$ cat config.mk
export PLATFORM = sky130hd
export DESIGN_NAME = uef_event_flags
export DESIGN_NICKNAME = d
export VERILOG_FILES = /design/src/pkg/uef_pkg.sv /design/src/pkg/uef_se0_if.sv /design/src/hdl/uef_event_flags.sv /design/src/hdl/uef_se0_detect.sv
export SDC_FILE = /design/constraint.sdc
export NUM_CORES = 1
export LEC_CHECK = 0
export ABC_AREA = 1
export BUFFER_PORTS_ARGS = -buffer_cell sky130_fd_sc_hd__clkbuf_2
export CAP_MARGIN = 5
export CORE_ASPECT_RATIO = 0.9
export CORE_MARGIN = 3
export CORE_UTILIZATION = 54
export CTS_BUF_LIST = sky130_fd_sc_hd__clkbuf_2 sky130_fd_sc_hd__clkbuf_4 sky130_fd_sc_hd__clkbuf_8
export CTS_CLUSTER_SIZE = 30
export DETAILED_ROUTE_END_ITERATION = 12
export GPL_ROUTABILITY_DRIVEN = 0
export GPL_TIMING_DRIVEN = 0
export HOLD_SLACK_MARGIN = 0.05
export PLACE_DENSITY = 0.83
export RECOVER_POWER = 100
export SETUP_SLACK_MARGIN = 0.2
export SLEW_MARGIN = 20
export SYNTH_ARGS = -nofsm -noshare
export SYNTH_HDL_FRONTEND = slang
export SYNTH_SLANG_ARGS = --single-unit
$ cat constraint.sdc
create_clock -name aclk -period 1.9 [get_ports aclk]
set_input_delay 0.19 -clock aclk [delete_from_list [all_inputs] [get_ports aclk]]
set_output_delay 0.19 -clock aclk [all_outputs]
set_load 0.01 [all_outputs]
$ cat src/pkg/uef_pkg.sv
// Constants shared by the USB event-flag block and its bus-reset detector.
// Assumes a 125 MHz core clock and a 32-bit AXI4-Lite register bus.
`default_nettype none
package uef_pkg;
    // Timing
    localparam int unsigned CLK_HZ = 125_000_000;
    localparam int unsigned SE0_MIN_MS = 10;
    localparam int unsigned SE0_MIN_CYCLES = CLK_HZ / 1000 * SE0_MIN_MS;

    // Register indices; byte address is four times the index
    localparam int ADDR_W = 10;
    localparam logic [7:0] IDX_EVENT_FLAGS = 8'h11;
    localparam logic [7:0] IDX_IRQ_EN = 8'h12;
    localparam logic [7:0] IDX_SYS_EVENTS = 8'h13;
    localparam logic [7:0] IDX_SYS_EN = 8'h14;
    localparam logic [7:0] IDX_BULK_RX = 8'h18;
    localparam logic [7:0] IDX_SRAM_ROUTE = 8'h1c;

    // Reset values
    localparam logic [7:0] RST_EVENT_FLAGS = 8'h00;
    localparam logic [7:0] RST_IRQ_EN = 8'h00;
    localparam logic [7:0] RST_SYS = 8'h00;
    localparam logic [5:0] RST_SRAM_ROUTE = 6'h00;

    // usb_event_flags bit positions
    localparam int FLAG_BULK_RX = 0;
    localparam int FLAG_SETUP = 7;

    // System event bit positions
    localparam int SYS_BUS_RESET = 0;
    localparam int SYS_RESUME = 1;
    localparam int SYS_SUPPLY = 2;
    localparam int SYS_POR = 4;

    // Bulk receive control bits
    localparam int BRX_READY_BIT = 7;
    localparam int BRX_ERR_BIT = 3;

    // sram_route_control bit positions
    localparam int ROUTE_FIRST_BULK = 5;
    localparam int ROUTE_SECOND_BULK = 4;

    // Vector codes
    localparam logic [3:0] VEC_NONE = 4'h0;
    localparam logic [3:0] VEC_SETUP = 4'h1;
    localparam logic [3:0] VEC_BULK_RX = 4'h8;
    localparam logic [3:0] VEC_BUS_RESET = 4'h9;
    localparam logic [3:0] VEC_RESUME = 4'ha;
    localparam logic [3:0] VEC_SUPPLY = 4'hf;

    // AXI responses
    localparam logic [1:0] RESP_OKAY = 2'h0;
    localparam logic [1:0] RESP_SLVERR = 2'h2;
endpackage
`default_nettype wire

$ cat src/pkg/uef_se0_if.sv
// Carrier between the event block and its SE0 bus-reset detector.
// Assumes both ends run on the same core clock.
`default_nettype none
interface uef_se0_if;
    logic dp_pin;
    logic dm_pin;
    logic reset_evt;
    logic in_reset;
    modport det (input dp_pin, input dm_pin, output reset_evt, output in_reset);
    modport ctl (output dp_pin, output dm_pin, input reset_evt, input in_reset);
endinterface
`default_nettype wire

$ cat src/hdl/uef_event_flags.sv
// USB event flags, bus-reset vectoring and SRAM routing control.
// Assumes event pulses are on aclk; pins are asynchronous; AXI4-Lite master.
// What this block does
// - Bulk receive data error readable, 1 error
// - Flag bit 0 set on bulk reception
// - Flags stay set until firmware clears
// - Four reset sources are recognised
// - SE0 for 10 ms raises bus reset, vector 9
// - Bus reset state held while SE0 lasts
// - Each flag interrupts only when enabled
// - Vector codes fixed per interrupt source
// - Routing register holds six select bits
// - Bit 5 makes first SRAM bulk buffer
// - Bit 4 makes second SRAM bulk buffer
// - Bulk receive interrupt clears receive ready
//
// The implementer's own choice: the AXI4-Lite register port.
`default_nettype none
module uef_event_flags
    import uef_pkg::*;
#(
    parameter int unsigned SE0_CYCLES = SE0_MIN_CYCLES
)(
    // Clock and reset
    input wire logic aclk,
    input wire logic aresetn,
    // AXI4-Lite write
    input wire logic [ADDR_W-1:0] s_axi_awaddr,
    input wire logic s_axi_awvalid,
    output logic s_axi_awready,
    input wire logic [31:0] s_axi_wdata,
    input wire logic [3:0] s_axi_wstrb,
    input wire logic s_axi_wvalid,
    output logic s_axi_wready,
    output logic [1:0] s_axi_bresp,
    output logic s_axi_bvalid,
    input wire logic s_axi_bready,
    // AXI4-Lite read
    input wire logic [ADDR_W-1:0] s_axi_araddr,
    input wire logic s_axi_arvalid,
    output logic s_axi_arready,
    output logic [31:0] s_axi_rdata,
    output logic [1:0] s_axi_rresp,
    output logic s_axi_rvalid,
    input wire logic s_axi_rready,
    // Engine events, same clock
    input wire logic [7:0] usb_event_pulses,
    input wire logic bulk_rx_data_error_in,
    input wire logic resume_pulse,
    input wire logic supply_rise_pulse,
    // Asynchronous pins
    input wire logic bus_dp_pin,
    input wire logic bus_dm_pin,
    input wire logic [3:0] reset_src_pins,
    // Results
    output logic irq,
    output logic [3:0] irq_vector,
    output logic bulk_rx_ready,
    output logic [5:0] sram_route,
    output logic usb_engine_reset
);
    function automatic logic reg_hit(input logic [ADDR_W-1:0] addr, input logic [7:0] idx);
        return addr[ADDR_W-1:2] == idx;
    endfunction

    function automatic logic [3:0] pick_vector(input logic [7:0] fl, input logic [2:0] sy);
        logic [3:0] v;
        v = VEC_NONE;
        if (sy[SYS_SUPPLY])
            v = VEC_SUPPLY;
        if (sy[SYS_RESUME])
            v = VEC_RESUME;
        if (sy[SYS_BUS_RESET])
            v = VEC_BUS_RESET;
        for (int i = 0; i < 8; i++)
        begin
            if (fl[i])
                v = VEC_BULK_RX - 4'(i);
        end
        return v;
    endfunction

    uef_se0_if se0_bus();

    logic acc_ff;
    logic bvalid_ff;
    logic [1:0] bresp_ff;
    logic arready_ff;
    logic rvalid_ff;
    logic [31:0] rdata_ff;
    logic [1:0] rresp_ff;
    logic [7:0] flags_ff;
    logic [7:0] irq_en_ff;
    logic [7:0] sys_ff;
    logic [7:0] sys_en_ff;
    logic brx_ready_ff;
    logic brx_err_ff;
    logic [5:0] route_ff;
    logic irq_ff;
    logic [3:0] vec_ff;
    logic eng_rst_ff;
    logic [3:0] rsp_s1_ff;
    logic [3:0] rsp_s2_ff;
    logic [3:0] rsp_s3_ff;
    logic wr_en;
    logic [7:0] wr_byte;
    logic wr_mapped;
    logic [7:0] sys_set;
    logic [7:0] pend_flags;
    logic [2:0] pend_sys;
    logic pend_any;
    logic [7:0] rd_byte;
    logic rd_mapped;

    uef_se0_detect #(
        .SE0_CYCLES(SE0_CYCLES)
    ) u_se0 (
        .aclk(aclk),
        .aresetn(aresetn),
        .se0_bus(se0_bus)
    );

    assign se0_bus.dp_pin = bus_dp_pin;
    assign se0_bus.dm_pin = bus_dm_pin;

    // Bus write channel: address and data are taken together
    assign wr_en = acc_ff && s_axi_wstrb[0];
    assign wr_byte = s_axi_wdata[7:0];
    assign wr_mapped = reg_hit(s_axi_awaddr, IDX_EVENT_FLAGS) || reg_hit(s_axi_awaddr, IDX_IRQ_EN)
        || reg_hit(s_axi_awaddr, IDX_SYS_EVENTS) || reg_hit(s_axi_awaddr, IDX_SYS_EN)
        || reg_hit(s_axi_awaddr, IDX_BULK_RX) || reg_hit(s_axi_awaddr, IDX_SRAM_ROUTE);

    always_ff @(posedge aclk)
    begin
        if (!aresetn)
        begin
            acc_ff <= 1'b0;
            bvalid_ff <= 1'b0;
            bresp_ff <= RESP_OKAY;
        end
        else
        begin
            acc_ff <= !acc_ff && !bvalid_ff && s_axi_awvalid && s_axi_wvalid;
            if (acc_ff)
            begin
                bvalid_ff <= 1'b1;
                bresp_ff <= wr_mapped ? RESP_OKAY : RESP_SLVERR;
            end
            else if (s_axi_bready)
                bvalid_ff <= 1'b0;
        end
    end

    // Reset source pins: synchronise, then catch rising edges
    always_ff @(posedge aclk)
    begin
        if (!aresetn)
        begin
            rsp_s1_ff <= 4'h0;
            rsp_s2_ff <= 4'h0;
            rsp_s3_ff <= 4'h0;
            eng_rst_ff <= 1'b0;
        end
        else
        begin
            rsp_s1_ff <= reset_src_pins;
            rsp_s2_ff <= rsp_s1_ff;
            rsp_s3_ff <= rsp_s2_ff;
            eng_rst_ff <= (|rsp_s2_ff) || se0_bus.in_reset;
        end
    end

    assign sys_set = {rsp_s2_ff & ~rsp_s3_ff, 1'b0, supply_rise_pulse, resume_pulse,
        se0_bus.reset_evt};

    // Sticky event flags, write one to clear; a set in the same cycle wins
    always_ff @(posedge aclk)
    begin
        if (!aresetn)
        begin
            flags_ff <= RST_EVENT_FLAGS;
            sys_ff <= RST_SYS;
        end
        else
        begin
            if (wr_en && reg_hit(s_axi_awaddr, IDX_EVENT_FLAGS))
                flags_ff <= (flags_ff & ~wr_byte) | usb_event_pulses;
            else
                flags_ff <= flags_ff | usb_event_pulses;
            if (wr_en && reg_hit(s_axi_awaddr, IDX_SYS_EVENTS))
                sys_ff <= (sys_ff & ~wr_byte) | sys_set;
            else
                sys_ff <= sys_ff | sys_set;
        end
    end

    // Enables, bulk receive control and routing
    always_ff @(posedge aclk)
    begin
        if (!aresetn)
        begin
            irq_en_ff <= RST_IRQ_EN;
            sys_en_ff <= RST_IRQ_EN;
            brx_ready_ff <= 1'b0;
            brx_err_ff <= 1'b0;
            route_ff <= RST_SRAM_ROUTE;
        end
        else
        begin
            if (wr_en && reg_hit(s_axi_awaddr, IDX_IRQ_EN))
                irq_en_ff <= wr_byte;
            if (wr_en && reg_hit(s_axi_awaddr, IDX_SYS_EN))
                sys_en_ff <= {5'h00, wr_byte[2:0]};
            if (usb_event_pulses[FLAG_BULK_RX])
            begin
                brx_ready_ff <= 1'b0;
                brx_err_ff <= bulk_rx_data_error_in;
            end
            else if (wr_en && reg_hit(s_axi_awaddr, IDX_BULK_RX))
                brx_ready_ff <= wr_byte[BRX_READY_BIT];
            if (wr_en && reg_hit(s_axi_awaddr, IDX_SRAM_ROUTE))
                route_ff <= wr_byte[5:0];
        end
    end

    // Interrupt gating and vector
    assign pend_flags = flags_ff & irq_en_ff;
    assign pend_sys = sys_ff[2:0] & sys_en_ff[2:0];
    assign pend_any = (|pend_flags) || (|pend_sys);

    always_ff @(posedge aclk)
    begin
        if (!aresetn)
        begin
            irq_ff <= 1'b0;
            vec_ff <= VEC_NONE;
        end
        else
        begin
            irq_ff <= pend_any;
            vec_ff <= pick_vector(pend_flags, pend_sys);
        end
    end

    // Read channel
    always_comb
    begin
        rd_byte = 8'h00;
        rd_mapped = 1'b1;
        if (reg_hit(s_axi_araddr, IDX_EVENT_FLAGS))
            rd_byte = flags_ff;
        else if (reg_hit(s_axi_araddr, IDX_IRQ_EN))
            rd_byte = irq_en_ff;
        else if (reg_hit(s_axi_araddr, IDX_SYS_EVENTS))
            rd_byte = sys_ff;
        else if (reg_hit(s_axi_araddr, IDX_SYS_EN))
            rd_byte = sys_en_ff;
        else if (reg_hit(s_axi_araddr, IDX_BULK_RX))
            rd_byte = {brx_ready_ff, 3'h0, brx_err_ff, 3'h0};
        else if (reg_hit(s_axi_araddr, IDX_SRAM_ROUTE))
            rd_byte = {2'h0, route_ff};
        else
            rd_mapped = 1'b0;
    end

    always_ff @(posedge aclk)
    begin
        if (!aresetn)
        begin
            arready_ff <= 1'b0;
            rvalid_ff <= 1'b0;
            rdata_ff <= 32'h0;
            rresp_ff <= RESP_OKAY;
        end
        else
        begin
            arready_ff <= !arready_ff && !rvalid_ff && s_axi_arvalid;
            if (arready_ff)
            begin
                rvalid_ff <= 1'b1;
                rdata_ff <= {24'h0, rd_byte};
                rresp_ff <= rd_mapped ? RESP_OKAY : RESP_SLVERR;
            end
            else if (s_axi_rready)
                rvalid_ff <= 1'b0;
        end
    end

    assign s_axi_awready = acc_ff;
    assign s_axi_wready = acc_ff;
    assign s_axi_bvalid = bvalid_ff;
    assign s_axi_bresp = bresp_ff;
    assign s_axi_arready = arready_ff;
    assign s_axi_rvalid = rvalid_ff;
    assign s_axi_rdata = rdata_ff;
    assign s_axi_rresp = rresp_ff;
    assign irq = irq_ff;
    assign irq_vector = vec_ff;
    assign bulk_rx_ready = brx_ready_ff;
    assign sram_route = route_ff;
    assign usb_engine_reset = eng_rst_ff;
endmodule
`default_nettype wire

$ cat src/hdl/uef_se0_detect.sv
// SE0 bus-reset detector: synchronises the cable pins and times SE0.
// Assumes the pins are asynchronous and the clock is the core clock.
`default_nettype none
module uef_se0_detect
    import uef_pkg::*;
#(
    parameter int unsigned SE0_CYCLES = SE0_MIN_CYCLES
)(
    // Clock and reset
    input wire logic aclk,
    input wire logic aresetn,
    // Detector side of the carrier
    uef_se0_if.det se0_bus
);
    localparam int CW = $clog2(SE0_CYCLES + 1);

    typedef enum logic [1:0] {
        UEF_IDLE = 2'b00,
        UEF_COUNT = 2'b01,
        UEF_HOLD = 2'b10
    } uef_se0_state_t;

    uef_se0_state_t state_ff;
    logic [1:0] dp_sync_ff;
    logic [1:0] dm_sync_ff;
    logic [CW-1:0] cnt_ff;
    logic evt_ff;
    logic hold_ff;
    logic se0;

    always_ff @(posedge aclk)
    begin
        if (!aresetn)
        begin
            // Idle J has dp high, so no false SE0 follows reset
            dp_sync_ff <= 2'h3;
            dm_sync_ff <= 2'h0;
        end
        else
        begin
            dp_sync_ff <= {dp_sync_ff[0], se0_bus.dp_pin};
            dm_sync_ff <= {dm_sync_ff[0], se0_bus.dm_pin};
        end
    end

    assign se0 = !dp_sync_ff[1] && !dm_sync_ff[1];

    always_ff @(posedge aclk)
    begin
        if (!aresetn)
        begin
            state_ff <= UEF_IDLE;
            cnt_ff <= '0;
            evt_ff <= 1'b0;
            hold_ff <= 1'b0;
        end
        else
        begin
            evt_ff <= 1'b0;
            unique case (state_ff)
                UEF_IDLE:
                begin
                    cnt_ff <= '0;
                    if (se0)
                        state_ff <= UEF_COUNT;
                end
                UEF_COUNT:
                begin
                    if (!se0)
                        state_ff <= UEF_IDLE;
                    else if (cnt_ff == CW'(SE0_CYCLES - 1))
                    begin
                        state_ff <= UEF_HOLD;
                        evt_ff <= 1'b1;
                        hold_ff <= 1'b1;
                    end
                    else
                        cnt_ff <= cnt_ff + 1'b1;
                end
                UEF_HOLD:
                begin
                    if (!se0)
                    begin
                        state_ff <= UEF_IDLE;
                        hold_ff <= 1'b0;
                    end
                end
                default:
                    state_ff <= UEF_IDLE;
            endcase
        end
    end

    assign se0_bus.reset_evt = evt_ff;
    assign se0_bus.in_reset = hold_ff;
endmodule
`default_nettype wire

==> summary.txt, run 1 <==
Worst setup path
  • Setup CP Type: reg2reg
  • Buf/Inv on CP: 2
  • Crit path arrival time: 1940 ps
  • CP Launch Type: flip-flop
  • CP dominant cell by count: nor2_1
  • Slowest CP cell: dfxtp_1
  • Reg2Reg Depth: 11
  • Slowest stage delay, CP: between 400 and 500 ps
  • R2R Path Start: u_se0.cnt_ff[0]
  • Crit-path cells: ha_4 -> nand4_1 -> nor2_1 -> nand3_1 -> nand2_1 -> nand2_2 -> inv_2 -> buf_6 -> nor2_1 -> nor2_1 -> nor2_1
  • CP Data Required Time: 2150 ps
  • Top delay family on crit path: simple AND/OR/NAND/NOR gates
  • Crit path max fanout: 10
  • R2r endpoint: u_se0.cnt_ff[18]
  • Critical path endpoint category: flip-flop
  • Flop2flop setup slack: 220 ps

GRT
  • Initial antenna violation count: 0
  • First-pass GRT wire length: 20,600 microns
  • Largest net degree at the start of global routing: 20
  • GRT Total Usage: 26.0%
  • Vias in the first global route: approximately 4,500
  • Global route total overflow: 0

Logic synthesis
  • Sequential fraction of the synthesis area: 41.3%
  • Leading area contributor after synthesis: dfxtp_1
  • Synth top cells by count: 145 x nand2_1, 96 x dfxtp_1, 85 x nor2_1
  • Top_reg_cell synth: dfxtp_1
  • Syn. warnings: 0
  • Synth Cell Area: 4650 sq um
  • Synth top area share: 41.3%
  • #FFs+latches synth: 96
  • EDFF count, synth: 0
  • Syn avg cell area: 6.97 sq um
  • Cell with the most instances after synthesis: nand2_1
  • Post-synthesis async set-or-reset flop share: 0%
  • Synth cell types: 37
  • Area contributors post-synth: dfxtp_1 41%, nand2_1 12%, nand3_1 7.0%, nor2_1 6.9%, a21oi_1 5.6%
  • Cells after synthesis: 668

Layout
  • Synth-to-Final Area Change: 21.7%
  • Fillers: 707
  • Nets: 882
  • Share of cells above drive strength 1: 16.4%
  • # diodes: 0

Drt
  • Vias: 4,880
  • Drt wl/cell: 13.7 microns
  • Final ANT Viol Nets: 0
  • Total routed wirelength: 12,700 microns
  • Avg Vias per Cell: 5.30
  • DRT iter0 DRCs: about 400
  • Detailed Routing Iterations Pass 1: 5
  • DRC: 0

CTS
  • Worst-path clk slew: 100 ps
  • H-tree depth: 3
  • Max clock buf depth: 2
  • CTS tree: yes
  • Cts bufs inserted: 9
  • Clock Latency Late Sink: 370 ps
  • CTS root buf: clkbuf_8
  • # clock sinks: 96

STA
  • Min Hold Slack: around 57 ps
  • Worst relative slew slack: 31.3%
  • Fin. Hold Viols: 0
  • Final setup violation count: 0
  • Worst-Margin Slew: 1020 ps
  • Tmin final: 1680 ps
  • Final Skew: 14.1 ps
  • Peak Freq: ~0.59 GHz
  • Fin Setup TNS: 0 ps
  • Period utilization: 88.7%
  • Slew Limit Fails: 0
  • RSZ-0062 raised after global routing: true

Floorplan
  • Core Region: 8220 sq um
  • Die height: 94.1 microns
  • Die X: 104 microns
  • Io pins: 134
  • Std-Cell Rows: 31
  • Initial core utilization: a little under three fifths
  • DIE AREA: between 9000 and 10,000 sq um

Power and ir drop
  • Worst VDD drop: between 400 and 500 uV
  • Overall Power: 0.00377 W
  • Leak Pwr: ~2.4 nW
  • Power Density: 666 nW/um^2

Hold path
  • Worst Hold Launch: usb_event_pulses[4]
  • Hold Crit Depth: 3
  • Hold EP: flags_ff[4]
  • Hold Path Class: in2reg

Run
  • Number of max-cap violations: 0

Placement
  • I/O Buffers: 76
  • Dpl hpwl: 9230 microns

Run status
  • Status: complete, no violations
## cells by family after synthesis
| kind of cell | Yosys count | synth area share [%] |
|---|---|---|
| AND/OR/NAND/NOR | 338 | 32.2 |
| buffers and inverters | 120 | 12.5 |
| AO/OA/AOI/OAI | 101 | 11.6 |
| flip-flops | 96 | 41.3 |
| XOR/XNOR | 11 | 2.07 |
| adder cells (fa/ha/maj) | 1 | 0.269 |
| other | 1 | 0.0806 |
## power by group
| part | internal, W | switching [W] | total [W] | leakage [nW] |
|---|---|---|---|---|
| combinational | 0.000152 | 0.000201 | 0.000353 | 1.53 |
| sequential | 0.00206 | 0.0000359 | 0.00210 | 0.784 |
| clock | 0.000516 | 0.000804 | 0.00132 | 0.0970 |
## per-layer routing
metal | share of wire, % | routed length [microns] | global-route usage (%)
met5 | 0 | 0 | 0
met4 | 2.4 | 306 | 7.75
met3 | 11 | 1360 | 6.53
met2 | 47 | 5890 | 45.0
met1 | 40 | 5100 | 32.3
## stage by stage
step | instances | utilization [%] | area, sq um | setup slack (ps)
2_1_floorplan | 693 | - | 4750 | 408
3_3_place_gp | 884 | 64.1 | 5270 | 166
3_5_place_dp | 884 | 64.1 | 5270 | 119
4_1_cts | 918 | 69.0 | 5680 | 218
5_1_grt | 921 | 68.9 | 5670 | 84.8
6_report | 921 | 68.9 | 5670 | 215
## how the worst max path moves through the flow
stage / from / to / slack (ps) / cells after the start
5_1_grt: u_se0.cnt_ff[0] / u_se0.cnt_ff[18] / 80 / 11
6_report: u_se0.cnt_ff[0] / u_se0.cnt_ff[18] / 220 / 11
3_3_place_gp: u_se0.cnt_ff[0] / u_se0.cnt_ff[10] / 170 / 8
3_5_place_dp: u_se0.cnt_ff[0] / u_se0.cnt_ff[10] / 120 / 8
2_1_floorplan: u_se0.cnt_ff[0] / u_se0.cnt_ff[17] / 410 / 11
4_1_cts: u_se0.cnt_ff[1] / u_se0.cnt_ff[18] / 220 / 11
## worst reg2reg max path: stages (launching register included)
cell,delay [ps]
dfxtp_1,440
ha_4,200
nand4_1,100
nor2_1,120
nand3_1,120
nand2_1,90
nand2_2,90
inv_2,80
buf_6,140
nor2_1,50
nor2_1,90
nor2_1,50
## flip-flops by register name, indices dropped and copies added, names as in the netlist, 2 cells and up
signal,cells
rsp_s1_ff,4
u_se0.dp_sync_ff,2
s_axi_rdata,8
sys_en_ff,3
u_se0.dm_sync_ff,2
rsp_s3_ff,4
u_se0.state_ff,2
irq_vector,4
irq_en_ff,8
sram_route,6
rsp_s2_ff,4
u_se0.cnt_ff,21
flags_ff,8
sys_ff,8
## cell usage in the layout, fill, tap and decap left out, types with 3 or more instances in the layout
master         count
nand4_1           12
nor2_1            84
a21oi_1           52
a31oi_1            4
nor2_2             4
clkbuf_8           9
o21ai_0           34
xor2_1            11
o21a_1             3
conb_1            26
clkbuf_1          41
nand2_2            4
a21boi_0           3
nand2_1          145
inv_1             65
buf_6              3
buf_2              3
nor3_2             4
inv_2              8
dlygate4sd3_1     18
nand3_1           64
nor3_1             9
dfxtp_1           93
clkbuf_2          47
buf_4             31
## timing repair
action                                 in CTS  in global routing
resized for setup                           5                  8
pin swaps                                   0                  2
setup buffers                               0                  3
hold buffers                               18                  0
setup endpoints to repair                  21                 39
endpoints found under the hold margin      17                  0
gates cloned                                0                  0
## area by class of cell
type                            count  area, sq um  share of cell area [%]
Buffer                             47          312                    5.50
Tap cell                          115          144                    2.54
Timing Repair Buffer               97          547                    9.65
Multi-Input combinational cell    477         2260                    40.0
Clock buffer                        9          124                    2.19
Clock inverter                      7         72.6                    1.28
Sequential cell                    96         1930                    34.0
Inverter                           73          274                    4.84
(Power assumes the default switching activity.)
==> inputs of run 2 (changes only) <==
- CORE_UTILIZATION: 54 -> 38
- CTS_CLUSTER_DIAMETER: not set -> 150
- PLACE_DENSITY: 0.83 -> not set
==> summary.txt, run 2 (same netlist as run 1, synthesis figures left out) <==
STA
  • Fin Setup TNS: 0 ps (unchanged)
  • Worst relative slew slack: 54.9% (was 31.3%)
  • Tmin final: 1680 ps (about the same)
  • Worst-Margin Slew: 673 ps (was 1020 ps)
  • Final Skew: 12.4 ps (was 14.1 ps)
  • Min Hold Slack: 60.2 ps (was 56.6 ps)
  • Fin. Hold Viols: 0 (unchanged)
  • RSZ-0062 raised after global routing: true (unchanged)
  • Peak Freq: 0.595 GHz (was 0.594 GHz)
  • Final setup violation count: 0 (unchanged)
  • Slew Limit Fails: 0 (unchanged)
  • Period utilization: 88.4% (was 88.7%)

Power and ir drop
  • Clock power share: 36.8% (was 35.0%)
  • Switching Share: 26.1% (was 27.6%)
  • Power Internal: 0.00289 W (was 0.00273 W)
  • Power Density: 668 nW/um^2 (was 666 nW/um^2)
  • Worst VDD drop: 483 uV (was 498 uV)
  • Combinational group share of total power: 9.5% (was 9.4%)
  • Register share of total power: 53.7% (was 55.6%)
  • NetSw: 0.00102 W (was 0.00104 W)
  • Leak Pwr: 2.49 nW (was 2.41 nW)

Worst setup path
  • Buf/Inv on CP: 2 (unchanged)
  • CP dominant cell by count: nand2_1 (was nor2_1)
  • Crit path max fanout: 5 (was 10)
  • Top delay family on crit path: simple AND/OR/NAND/NOR gates (unchanged)
  • CP Data Required Time: 2200 ps (was 2150 ps)
  • Setup CP Type: reg2reg (unchanged)
  • Slowest CP cell: dfxtp_1 (unchanged)
  • Crit path arrival time: 1980 ps (was 1940 ps)
  • Critical path endpoint category: flip-flop (unchanged)
  • Crit-path cells: ha_4 -> nand4_1 -> nor2_2 -> nand3_1 -> nand2_1 -> nand2_2 -> inv_4 -> clkbuf_4 -> nand2_1 -> a21oi_1 (was ha_4 -> nand4_1 -> nor2_1 -> nand3_1 -> nand2_1 -> nand2_2 -> inv_2 -> buf_6 -> nor2_1 -> nor2_1 -> nor2_1)
  • Slowest stage delay, CP: 410 ps (was 440 ps)
  • CP Launch Type: flip-flop (unchanged)

CTS
  • # clock sinks: 96 (unchanged)
  • Clock Latency Late Sink: 390 ps (was 370 ps)
  • Cts bufs inserted: 9 (unchanged)
  • Worst-path clk slew: 100 ps (about the same)
  • H-tree depth: 3 (unchanged)
  • Max clock buf depth: 2 (unchanged)
  • CTS tree: yes (unchanged)
  • CTS root buf: clkbuf_8 (unchanged)

Drt
  • Vias: 4,710 (was 4,880)
  • Drt wl/cell: 14.0 microns (was 13.7 microns)
  • Detailed Routing Iterations Pass 1: 5 (unchanged)
  • Final ANT Viol Nets: 0 (unchanged)
  • DRT iter0 DRCs: 401 (was 407)
  • Avg Vias per Cell: 4.85 (was 5.30)
  • Total routed wirelength: 13,600 microns (was 12,700 microns)
  • DRC: 0 (unchanged)

Layout
  • Commonest non-fill, non-tap cells in the layout: 145 x nand2_1, 90 x dfxtp_1, 82 x nor2_1, 65 x inv_1, 64 x nand3_1 (was 145 x nand2_1, 93 x dfxtp_1, 84 x nor2_1, 65 x inv_1, 64 x nand3_1)
  • Nets: 891 (was 882)
  • Fillers: 1,167 (was 707)
  • Share of cells above drive strength 1: 17.8% (was 16.4%)
  • Max reg flops: 21 (unchanged)
  • # diodes: 0 (unchanged)
  • Design area: 5850 sq um (was 5670 sq um)
  • Most flop-heavy register: u_se0.cnt_ff (unchanged)
  • Commonest non-fill, non-tap cell in the layout: nand2_1 (unchanged)
  • Synth-to-Final Area Change: 25.7% (was 21.7%)

GRT
  • Initial antenna violation count: 0 (unchanged)
  • Vias in the first global route: 4,329 (was 4,451)
  • First-pass GRT wire length: 20,900 microns (was 20,600 microns)
  • GRT Total Usage: 19.5% (was 26.0%)
  • Global route total overflow: 0 (unchanged)
  • Largest net degree at the start of global routing: 18 (was 20)

Placement
  • Post-DP Area: 5320 sq um (was 5270 sq um)
  • I/O Buffers: 76 (unchanged)
  • Dpl hpwl: 9940 microns (was 9230 microns)

Floorplan
  • Initial core utilization: 39.7% (was 56.6%)
  • Die X: 123 microns (was 104 microns)
  • Std-Cell Rows: 37 (was 31)
  • Die height: 111 microns (was 94.1 microns)
  • Io pins: 134 (unchanged)
  • Core Region: 11,700 sq um (was 8220 sq um)
  • DIE AREA: 13,600 sq um (was 9770 sq um)

Hold path
  • Hold Path Class: in2reg (unchanged)

Run
  • Number of max-cap violations: 0 (unchanged)

Run status
  • Status: complete, no violations (unchanged)
[run 2: cell types whose count changed in the layout (fill, tap and decap cells not counted), moves of 2 or more]
cell	change
inv_8	-2
dfxtp_1	-3
nor2_1	-2
buf_4	+4
nor2_2	+2
dfxtp_2	+3
dlygate4sd3_1	+3
[run 2: area by class of cell]
type | instances | area (sq um) | share of cell area (%)
buffer | 47 | 315 | 5.39
inverter | 73 | 277 | 4.73
timing repair buffer | 106 | 641 | 10.9
clock inverter | 6 | 73.8 | 1.26
multi-input combinational | 477 | 2280 | 39.0
sequential | 96 | 1930 | 33.0
clock buffer | 10 | 138 | 2.35
tap | 156 | 195 | 3.34
[run 2: worst register-to-register path: cells and delay by family, from the launching register on]
family,cells,cell delay [ps]
and+or+nand+nor,6,600
DFF,1,410
buffers and inverters,2,300
adders and majority gates,1,180
AOI/OAI and AO/OA,1,120
[run 2: path summary, 6_finish.rpt]
path / startpoint / to / slack, ps / depth (start not counted)
max: u_se0.cnt_ff[1] / u_se0.cnt_ff[0] / 220 / 10
min: usb_event_pulses[0] / brx_err_ff / 60 / 3
max reg2reg: u_se0.cnt_ff[1] / u_se0.cnt_ff[0] / 220 / 10
min reg2reg: rsp_s3_ff[3] / sys_ff[7] / 410 / 1
[run 2: layer usage]
layer / share of wire (%) / up-vias / GRT usage (%)
met4: 1.4 / 0 / 5.07
li1: - / 2374 / -
met3: 7.3 / 15 / 4.74
met2: 46 / 169 / 32.1
met1: 45 / 2152 / 25.4
met5: 0 / - / 0
[run 2: timing repair]
action	CTS	global route
cloned	0	2
pin swaps	0	9
resized for setup	4	20
hold buffers	21	0
setup buffers	0	7
setup endpoints to repair	21	32
endpoints found under the hold margin	20	0
[run 2: per-stage QoR]
step	worst slack, ps	instances	power [W]	util [%]
after floorplan	408	693	0.00233	-
after global placement	124	925	0.00246	45.5
after detailed placement	82.5	925	0.00247	45.5
after CTS	211	962	0.00394	49.2
after global routing	89.8	971	0.00406	50.0
final	220	971	0.00391	50.0
[run 2: power groups by stage]
stage	logic (W)	clock network, W	registers, W
3_5_place_dp	0.000327	0	0.00214
4_1_cts	0.000362	0.00148	0.00210
5_1_grt	0.000410	0.00155	0.00210
2_1_floorplan	0.000192	0	0.00214
6_report	0.000371	0.00144	0.00210
3_3_place_gp	0.000318	0	0.00214
